[config.mk]
export PLATFORM = sky130hd
export DESIGN_NAME = link_core_end_flat
export DESIGN_NICKNAME = d
export VERILOG_FILES = /design/src/hw/user_port_pkg.sv /design/src/hw/user_port_if.sv /design/src/hw/link_core_end.sv /design/src/hw/keep_checker.sv /design/src/flat_wrapper.sv
export SDC_FILE = /design/constraint.sdc
export NUM_CORES = 1
export LEC_CHECK = 0
export ABC_AREA = 0
export ABC_CLOCK_PERIOD_IN_PS = 1500
export BUFFER_PORTS_ARGS = -buffer_cell sky130_fd_sc_hd__buf_4
export CAP_MARGIN = 15
export CORE_MARGIN = 2
export CORE_UTILIZATION = 44
export CTS_CLUSTER_SIZE = 8
export DETAILED_ROUTE_END_ITERATION = 16
export PLACE_DENSITY = 0.84
export SLEW_MARGIN = 10
export SYNTH_ARGS = -nofsm -noshare
export SYNTH_HDL_FRONTEND = slang
export SYNTH_SLANG_ARGS = --single-unit
[constraint.sdc]
create_clock -name clk_sys_i -period 1.5 [get_ports clk_sys_i]
set_clock_uncertainty 0.15 [all_clocks]
set_input_delay 0.3 -clock clk_sys_i [delete_from_list [all_inputs] [get_ports clk_sys_i]]
set_output_delay 0.3 -clock clk_sys_i [all_outputs]
set_load 0.01 [all_outputs]
[src/hw/user_port_pkg.sv]
`default_nettype none
package user_port_pkg;
  // lane geometry: bytes per word is lanes times bytes per lane
  localparam int LANE_COUNT     = 1;
  localparam int BYTES_PER_LANE = 2;
  localparam int WORD_BYTES     = LANE_COUNT * BYTES_PER_LANE;
  localparam int BITS_PER_BYTE  = 8;
  localparam int WORD_BITS      = BITS_PER_BYTE * WORD_BYTES;
  // build options
  localparam bit FRAMING_MODE   = 1'h1;
  localparam bit TX_ENABLED     = 1'h1;
  localparam bit RX_ENABLED     = 1'h1;
  // reset values
  localparam logic RST_LEVEL    = 1'h0;
  localparam logic RST_ACCEPT   = 1'h0;
endpackage : user_port_pkg
`default_nettype wire

[src/hw/user_port_if.sv]
`timescale 1ns/1ps
`default_nettype none
interface user_port_if
  import user_port_pkg::*;
#(
  parameter int N_BYTES = WORD_BYTES
);
  logic [0:8*N_BYTES-1] tx_data;
  logic                 tx_word_present;
  logic                 tx_accept_flag;
  logic                 tx_frame_end;
  logic [0:N_BYTES-1]   tx_byte_qualifier;
  logic [0:8*N_BYTES-1] rx_data;
  logic                 rx_word_present;
  logic                 rx_frame_end;
  logic [0:N_BYTES-1]   rx_byte_qualifier;

  // the core end: sinks transmit words, sources received words
  modport core_end
  (
    input  tx_data, tx_word_present, tx_frame_end, tx_byte_qualifier,
    output tx_accept_flag,
    output rx_data, rx_word_present, rx_frame_end, rx_byte_qualifier
  );
  // the user application end
  modport app_end
  (
    output tx_data, tx_word_present, tx_frame_end, tx_byte_qualifier,
    input  tx_accept_flag,
    input  rx_data, rx_word_present, rx_frame_end, rx_byte_qualifier
  );
endinterface : user_port_if
`default_nettype wire

[src/hw/link_core_end.sv]
`timescale 1ns/1ps
`default_nettype none
module link_core_end
  import user_port_pkg::*;
#(
  parameter int LANES      = LANE_COUNT,
  parameter int LANE_BYTES = BYTES_PER_LANE,
  parameter bit FRAMING    = FRAMING_MODE,
  parameter bit HAS_TX     = TX_ENABLED,
  parameter bit HAS_RX     = RX_ENABLED,
  parameter int N_BYTES    = LANES * LANE_BYTES
)
(
  input  wire logic         clk_sys_i,
  input  wire logic         rst_n_i,
  input  wire logic         clk_en_i,
  user_port_if.core_end     port,
  // link side: outgoing words to the serialiser
  input  wire logic         link_tx_ready_i,
  output logic [0:8*N_BYTES-1] link_tx_data_o,
  output logic [0:N_BYTES-1]   link_tx_qualifier_o,
  output logic              link_tx_frame_end_o,
  output logic              link_tx_valid_o,
  output logic              tx_keep_error_o,
  // link side: incoming words from the deserialiser
  input  wire logic [0:8*N_BYTES-1] link_rx_data_i,
  input  wire logic [0:N_BYTES-1]   link_rx_qualifier_i,
  input  wire logic         link_rx_frame_end_i,
  input  wire logic         link_rx_valid_i
);
  localparam logic [0:N_BYTES-1] ALL_BYTES = '1;

  // accept flag: one-word holding stage drains into the link
  // one-hot codes: each state is a single flop, but hold_full compares both bits
  typedef enum logic [1:0]
  {
    HOLD_EMPTY = 2'h1,
    HOLD_FULL  = 2'h2
  } hold_state_e;

  hold_state_e      hold_state;
  hold_state_e      next_hold_state;
  logic             hold_full;
  logic             tx_end_used;
  logic             take_word;
  logic             drain_word;
  logic             contiguous;
  logic [0:N_BYTES-1] tx_qual_used;

  assign drain_word = hold_full & link_tx_ready_i;
  assign port.tx_accept_flag = HAS_TX & clk_en_i & (~hold_full | link_tx_ready_i);
  assign take_word  = port.tx_accept_flag & port.tx_word_present;
  // qualifier only meaningful on the last beat; others carry all bytes
  assign tx_qual_used = (FRAMING && port.tx_frame_end) ? port.tx_byte_qualifier
                                                       : ALL_BYTES;

  keep_checker #(
    .N_BYTES (N_BYTES)
  ) u_tx_keep (
    .qualifier_i  (tx_qual_used),
    .contiguous_o (contiguous),
    .count_o      ()
  );

  // frame end only exists in framing builds
  assign tx_end_used = FRAMING & port.tx_frame_end;

  // next state: a take refills the stage even while it drains
  always_comb
  begin
    next_hold_state = hold_state;
    case (hold_state)
      HOLD_EMPTY:
      begin
        if (take_word)
        begin
          next_hold_state = HOLD_FULL;
        end
      end
      HOLD_FULL:
      begin
        if (drain_word && !take_word)
        begin
          next_hold_state = HOLD_EMPTY;
        end
      end
      default:
      begin
        next_hold_state = HOLD_EMPTY;
      end
    endcase
  end
  assign hold_full = (hold_state == HOLD_FULL);

  // stage state; frozen with the clock enable like every other flop
  always_ff @(posedge clk_sys_i)
  begin
    if (!rst_n_i)
    begin
      hold_state <= HOLD_EMPTY;
    end
    else if (clk_en_i)
    begin
      hold_state <= next_hold_state;
    end
  end

  // transmit holding register; loads only on a take
  always_ff @(posedge clk_sys_i)
  begin
    if (!rst_n_i)
    begin
      link_tx_data_o      <= '0;
      link_tx_qualifier_o <= '0;
      link_tx_frame_end_o <= RST_LEVEL;
      tx_keep_error_o     <= RST_LEVEL;
    end
    else if (clk_en_i && take_word)
    begin
      link_tx_data_o      <= port.tx_data;
      link_tx_qualifier_o <= tx_qual_used;
      link_tx_frame_end_o <= tx_end_used;
      tx_keep_error_o     <= ~contiguous;
    end
  end
  assign link_tx_valid_o = hold_full;

  // receive register; no back-pressure, sink must take every word
  logic             rx_present;
  logic             rx_end;
  logic [0:N_BYTES-1]   rx_qual;
  logic [0:8*N_BYTES-1] rx_word;
  logic             rx_take;
  logic             rx_end_next;
  logic [0:N_BYTES-1]   rx_qual_next;

  // a word only counts in a receive build; frame end only with a word
  assign rx_take     = HAS_RX & link_rx_valid_i;
  assign rx_end_next = FRAMING & rx_take & link_rx_frame_end_i;

  // per byte: a qualifier bit survives only on a valid final beat
  genvar b;
  generate
    for (b = 0; b < N_BYTES; b++)
    begin : g_rx_qual
      assign rx_qual_next[b] = rx_end_next & link_rx_qualifier_i[b];
    end
  endgenerate

  // received word and its sideband, one cycle per word
  always_ff @(posedge clk_sys_i)
  begin
    if (!rst_n_i)
    begin
      rx_present <= RST_LEVEL;
      rx_end     <= RST_LEVEL;
      rx_qual    <= '0;
      rx_word    <= '0;
    end
    else if (clk_en_i)
    begin
      rx_present <= rx_take;
      // frame end rides one word, so it lasts one cycle
      rx_end     <= rx_end_next;
      rx_qual    <= rx_qual_next;
      if (rx_take)
      begin
        rx_word <= link_rx_data_i;
      end
    end
  end

  // streaming or simplex builds tie the unused outputs low, not remove them
  generate
    if (HAS_RX)
    begin : g_rx_on
      assign port.rx_word_present   = rx_present & clk_en_i;
      assign port.rx_data           = rx_word;
    end
    else
    begin : g_rx_off
      assign port.rx_word_present   = 1'h0;
      assign port.rx_data           = '0;
    end
    if (FRAMING)
    begin : g_framed
      assign port.rx_frame_end      = rx_end & clk_en_i;
      assign port.rx_byte_qualifier = rx_qual;
    end
    else
    begin : g_streamed
      assign port.rx_frame_end      = 1'h0;
      assign port.rx_byte_qualifier = '0;
    end
  endgenerate
endmodule // link_core_end
`default_nettype wire

[src/hw/keep_checker.sv]
`timescale 1ns/1ps
`default_nettype none
// flags a byte qualifier that is not a contiguous run from byte 0
module keep_checker
  import user_port_pkg::*;
#(
  parameter int N_BYTES = WORD_BYTES
)
(
  input  wire logic [0:N_BYTES-1] qualifier_i,
  output logic                    contiguous_o,
  output logic [$clog2(N_BYTES+1)-1:0] count_o
);
  logic [N_BYTES-1:0] gap;
  logic [N_BYTES-1:0] bit_valid;
  genvar g;
  // a set byte after a clear byte is a gap
  generate
    for (g = 0; g < N_BYTES; g++)
    begin : g_byte
      assign bit_valid[g] = qualifier_i[g];
      if (g == 0)
      begin : g_first
        assign gap[g] = 1'b0;
      end
      else
      begin : g_rest
        assign gap[g] = qualifier_i[g] & ~qualifier_i[g-1];
      end
    end
  endgenerate
  assign contiguous_o = ~|gap;
  // cast through a local width so the count is sized on purpose
  localparam int CNT_W = $clog2(N_BYTES + 1);
  assign count_o      = CNT_W'($countones(bit_valid));
endmodule // keep_checker
`default_nettype wire

[src/flat_wrapper.sv]
// flat-port wrapper written by rule: the top's interface ports become plain ports
module link_core_end_flat import user_port_pkg::*;
#(
  parameter int LANES      = LANE_COUNT,
  parameter int LANE_BYTES = BYTES_PER_LANE,
  parameter bit FRAMING    = FRAMING_MODE,
  parameter bit HAS_TX     = TX_ENABLED,
  parameter bit HAS_RX     = RX_ENABLED,
  parameter int N_BYTES    = LANES * LANE_BYTES
)
  (clk_sys_i, rst_n_i, clk_en_i, link_tx_ready_i, link_tx_data_o, link_tx_qualifier_o, link_tx_frame_end_o, link_tx_valid_o, tx_keep_error_o, link_rx_data_i, link_rx_qualifier_i, link_rx_frame_end_i, link_rx_valid_i, port_tx_data, port_tx_word_present, port_tx_frame_end, port_tx_byte_qualifier, port_tx_accept_flag, port_rx_data, port_rx_word_present, port_rx_frame_end, port_rx_byte_qualifier);
  user_port_if #(.N_BYTES(N_BYTES)) port_i ();
  input  wire logic clk_sys_i;
  input  wire logic rst_n_i;
  input  wire logic clk_en_i;
  input  wire logic link_tx_ready_i;
  output logic [0:8*N_BYTES-1] link_tx_data_o;
  output logic [0:N_BYTES-1] link_tx_qualifier_o;
  output logic link_tx_frame_end_o;
  output logic link_tx_valid_o;
  output logic tx_keep_error_o;
  input  wire logic [0:8*N_BYTES-1] link_rx_data_i;
  input  wire logic [0:N_BYTES-1] link_rx_qualifier_i;
  input  wire logic link_rx_frame_end_i;
  input  wire logic link_rx_valid_i;
  input wire logic [$bits(port_i.tx_data)-1:0] port_tx_data;
  input wire logic [$bits(port_i.tx_word_present)-1:0] port_tx_word_present;
  input wire logic [$bits(port_i.tx_frame_end)-1:0] port_tx_frame_end;
  input wire logic [$bits(port_i.tx_byte_qualifier)-1:0] port_tx_byte_qualifier;
  output wire logic [$bits(port_i.tx_accept_flag)-1:0] port_tx_accept_flag;
  output wire logic [$bits(port_i.rx_data)-1:0] port_rx_data;
  output wire logic [$bits(port_i.rx_word_present)-1:0] port_rx_word_present;
  output wire logic [$bits(port_i.rx_frame_end)-1:0] port_rx_frame_end;
  output wire logic [$bits(port_i.rx_byte_qualifier)-1:0] port_rx_byte_qualifier;
  assign port_i.tx_data = port_tx_data;
  assign port_i.tx_word_present = port_tx_word_present;
  assign port_i.tx_frame_end = port_tx_frame_end;
  assign port_i.tx_byte_qualifier = port_tx_byte_qualifier;
  assign port_tx_accept_flag = port_i.tx_accept_flag;
  assign port_rx_data = port_i.rx_data;
  assign port_rx_word_present = port_i.rx_word_present;
  assign port_rx_frame_end = port_i.rx_frame_end;
  assign port_rx_byte_qualifier = port_i.rx_byte_qualifier;
  link_core_end #(.LANES(LANES), .LANE_BYTES(LANE_BYTES), .FRAMING(FRAMING), .HAS_TX(HAS_TX), .HAS_RX(HAS_RX), .N_BYTES(N_BYTES)) u_core (.clk_sys_i(clk_sys_i), .rst_n_i(rst_n_i), .clk_en_i(clk_en_i), .port(port_i), .link_tx_ready_i(link_tx_ready_i), .link_tx_data_o(link_tx_data_o), .link_tx_qualifier_o(link_tx_qualifier_o), .link_tx_frame_end_o(link_tx_frame_end_o), .link_tx_valid_o(link_tx_valid_o), .tx_keep_error_o(tx_keep_error_o), .link_rx_data_i(link_rx_data_i), .link_rx_qualifier_i(link_rx_qualifier_i), .link_rx_frame_end_i(link_rx_frame_end_i), .link_rx_valid_i(link_rx_valid_i));
endmodule
==> metrics <==
status=finished with violations; violations in the final reports=setup timing; syn nets=235; post-synth top area share=0.5122; die width=65.08 um; vias=1575; First-pass DRT Iterations=4; Yosys Warn Count=0; max_cap viols=0; top post-synthesis cells by area=dfxtp_1 51%, nand2_1 15%, mux2i_1 10%; DRT iter0 DRCs=41; commonest non-fill, non-tap cell in the layout=buf_4; Worst Reg2Reg Path Length in Cells=5; maximum clock insertion buffer count=2; CTS tree=done; Reg area=843.3 um^2; Post-CTS Hold Fix Bufs=0; clock root cell=clkbuf_8; Startpoint Class=flop; IO Pins=86; crit path buf inv count=1; mapped cell area=1642 um^2; CP max FO=2; Routed WL=3968 um; slew margin rel.=0.6326; Nets=328; clk slew on worst S/H paths=0.07 ns; total power=0.002278 W; DP Wirelength=2870 um; register bit total from synthesis=42; via density per instance=4.758; Routed WL per cell=11.99 um; CP peak stage delay=0.38 ns; unrepaired setup endpoints after global routing=yes; Final Hold Fails=0; delay-heaviest family, CP=simple AND/OR/NAND/NOR gates; final-report max-slew violation count=0; FF-to-FF setup slack=0.04 ns; crit-path cells=or3b_4 -> and2_4 -> buf_6; setup TNS=-0.1939 ns; DRT antenna net count=0; Mapped Cells=191; Slowest cell on crit path=or3b_4; clk_lat worst skew=0.28 ns; Crit Path Class=flop to output pin; worst hold slack=0.08618 ns; CP endpoint=port_tx_accept_flag; worst path arrival time=1.24 ns; core area=3633 um^2; measured slew at the worst slew-check pin=0.5511 ns; pwr/cell area=902.2 nW/um^2; area grow syn2layout=53.81%; grt total ovfl=0; Final setup viols=1; vias in the first global route=1472; RD Place Congestion=0.8342; setup ws final=-0.1939 ns; Port Buffers=85; Final period util=1.129; first-pass GRT wire length=6361 um; Die Area=4235 um^2; CP Launch Point=u_core.hold_state[1]; Max Fclk=0.5903 GHz; synthesized area per cell=8.595 um^2; layout cell share with drive strength beyond 1=0.3958; Max H-tree Level=2; Fill cells=326; Worst EP required=1.05 ns; All-Layer GR Usage=0.1965; clock sink count=42; Crit. End Element=output pin; minimum clock period=1.694 ns; area leader, netlist=dfxtp_1; initial core utilization=0.4518; WP depth=3; drc violations=0; Seq/Total Area, Yosys=0.5122; Multi-input gate area=754.5 um^2; Distinct cells, synth=25; Placement Rows=22; Die Ht=65.08 um; Peak VDD IR=584.1 uV; Reg-to-Reg Start=u_core.hold_state[1]; leakage power=1.150 nW; initial antenna violation count=0; largest net degree at the start of global routing=25; most frequent cells in the layout=92 x buf_4, 66 x nand2_1, 40 x dfxtp_1, 23 x a21oi_1, 17 x mux2i_1; Diodes inserted=0; reg2reg end=u_core.link_tx_qualifier_o[1]; worst hold path type=input pin to flop; Hold Crit Depth=2; CTS Buf Count=5
[synthesized netlist by cell type]
| library cell | count |
|---|---|
| nor2_1 | 1 |
| a311oi_1 | 2 |
| or3b_2 | 1 |
| a21oi_1 | 23 |
| a22o_1 | 1 |
| nor2b_1 | 3 |
| nor2_4 | 1 |
| nor3b_2 | 1 |
| nand2_2 | 1 |
| buf_4 | 1 |
| buf_1 | 1 |
| nand2_1 | 66 |
| clkbuf_2 | 1 |
| and2_1 | 5 |
| buf_2 | 2 |
| dfxtp_1 | 42 |
| clkbuf_1 | 5 |
| buf_8 | 1 |
| o21ai_0 | 2 |
| inv_1 | 3 |
| nand3_1 | 2 |
| nand2b_1 | 5 |
| mux2i_1 | 17 |
| nand4_1 | 3 |
| o21a_1 | 1 |
[registers in the layout (all words and copies together) (netlist names)]
register and flops:
u_core.link_tx_frame_end_o 1, u_core.port.rx_byte_qualifier 2, u_core.link_tx_data_o 16, u_core.link_tx_qualifier_o 2, u_core.rx_present 1, u_core.hold_state 2
u_core.tx_keep_error_o 1, u_core.port.rx_data 16, u_core.rx_end 1
[area by class of cell]
class                      count  area share
tap                           48     0.02379
timing repair buffer          97      0.3062
multi-input combinational    135      0.2988
inverter                       3    0.004460
sequential                    42      0.3340
clock buffer                   6     0.03271
[through the flow]
stage / utilization / area [um^2] / instances / setup slack (ns)
after CTS: 0.6949 / 2525 / 331 / -0.1873
after floorplan: - / 1642 / 191 / 0.03719
after global routing: 0.6949 / 2525 / 331 / -0.2155
after global placement: 0.6508 / 2365 / 321 / -0.09870
after detailed placement: 0.6508 / 2365 / 321 / -0.1193
final: 0.6949 / 2525 / 331 / -0.1939
[cell families (layout without fill, tap and decap cells)]
group,after synthesis,in the layout,synth area share
multiplexers,17,17,0.1037
buffers and inverters,14,106,0.04344
flip-flops,42,42,0.5122
AO/OA/AOI/OAI,29,29,0.09680
AND/OR/NAND/NOR,89,89,0.2439
[timing repair]
item	4_1_cts	5_1_grt
resized for setup	10	0
buffers inserted	5	0
hold endpoints to repair	0	0
pin swaps	4	0
endpoints found under the setup margin	21	1
[metal layers]
| layer | track usage | vias to the layer above | wire length, um |
|---|---|---|---|
| met4 | 0.08594 | 0 | 85 |
| met5 | 0 | - | 0 |
| met2 | 0.3557 | 41 | 2125 |
| li1 | - | 805 | - |
| met1 | 0.2173 | 721 | 1594 |
| met3 | 0.04688 | 8 | 162 |
[report_power, final]
group / internal, W / switching (W)
Combinational: 0.000219 / 0.000168
Clock: 0.000354 / 0.000336
Sequential: 0.00117 / 0.0000293
[worst min-delay path by stage]
stage                       startpoint                       endpoint  slack, ns
2_1_floorplan        port_tx_frame_end  u_core.link_tx_qualifier_o[0]       0.26
3_3_place_gp    u_core.port.rx_data[6]         u_core.port.rx_data[6]       0.29
3_5_place_dp   u_core.port.rx_data[10]        u_core.port.rx_data[10]       0.30
4_1_cts              port_tx_frame_end  u_core.link_tx_qualifier_o[0]       0.08
5_1_grt              port_tx_frame_end  u_core.link_tx_qualifier_o[1]       0.09
6_report             port_tx_frame_end  u_core.link_tx_qualifier_o[0]       0.09
No activity file was read; power rests on OpenSTA's default activity.
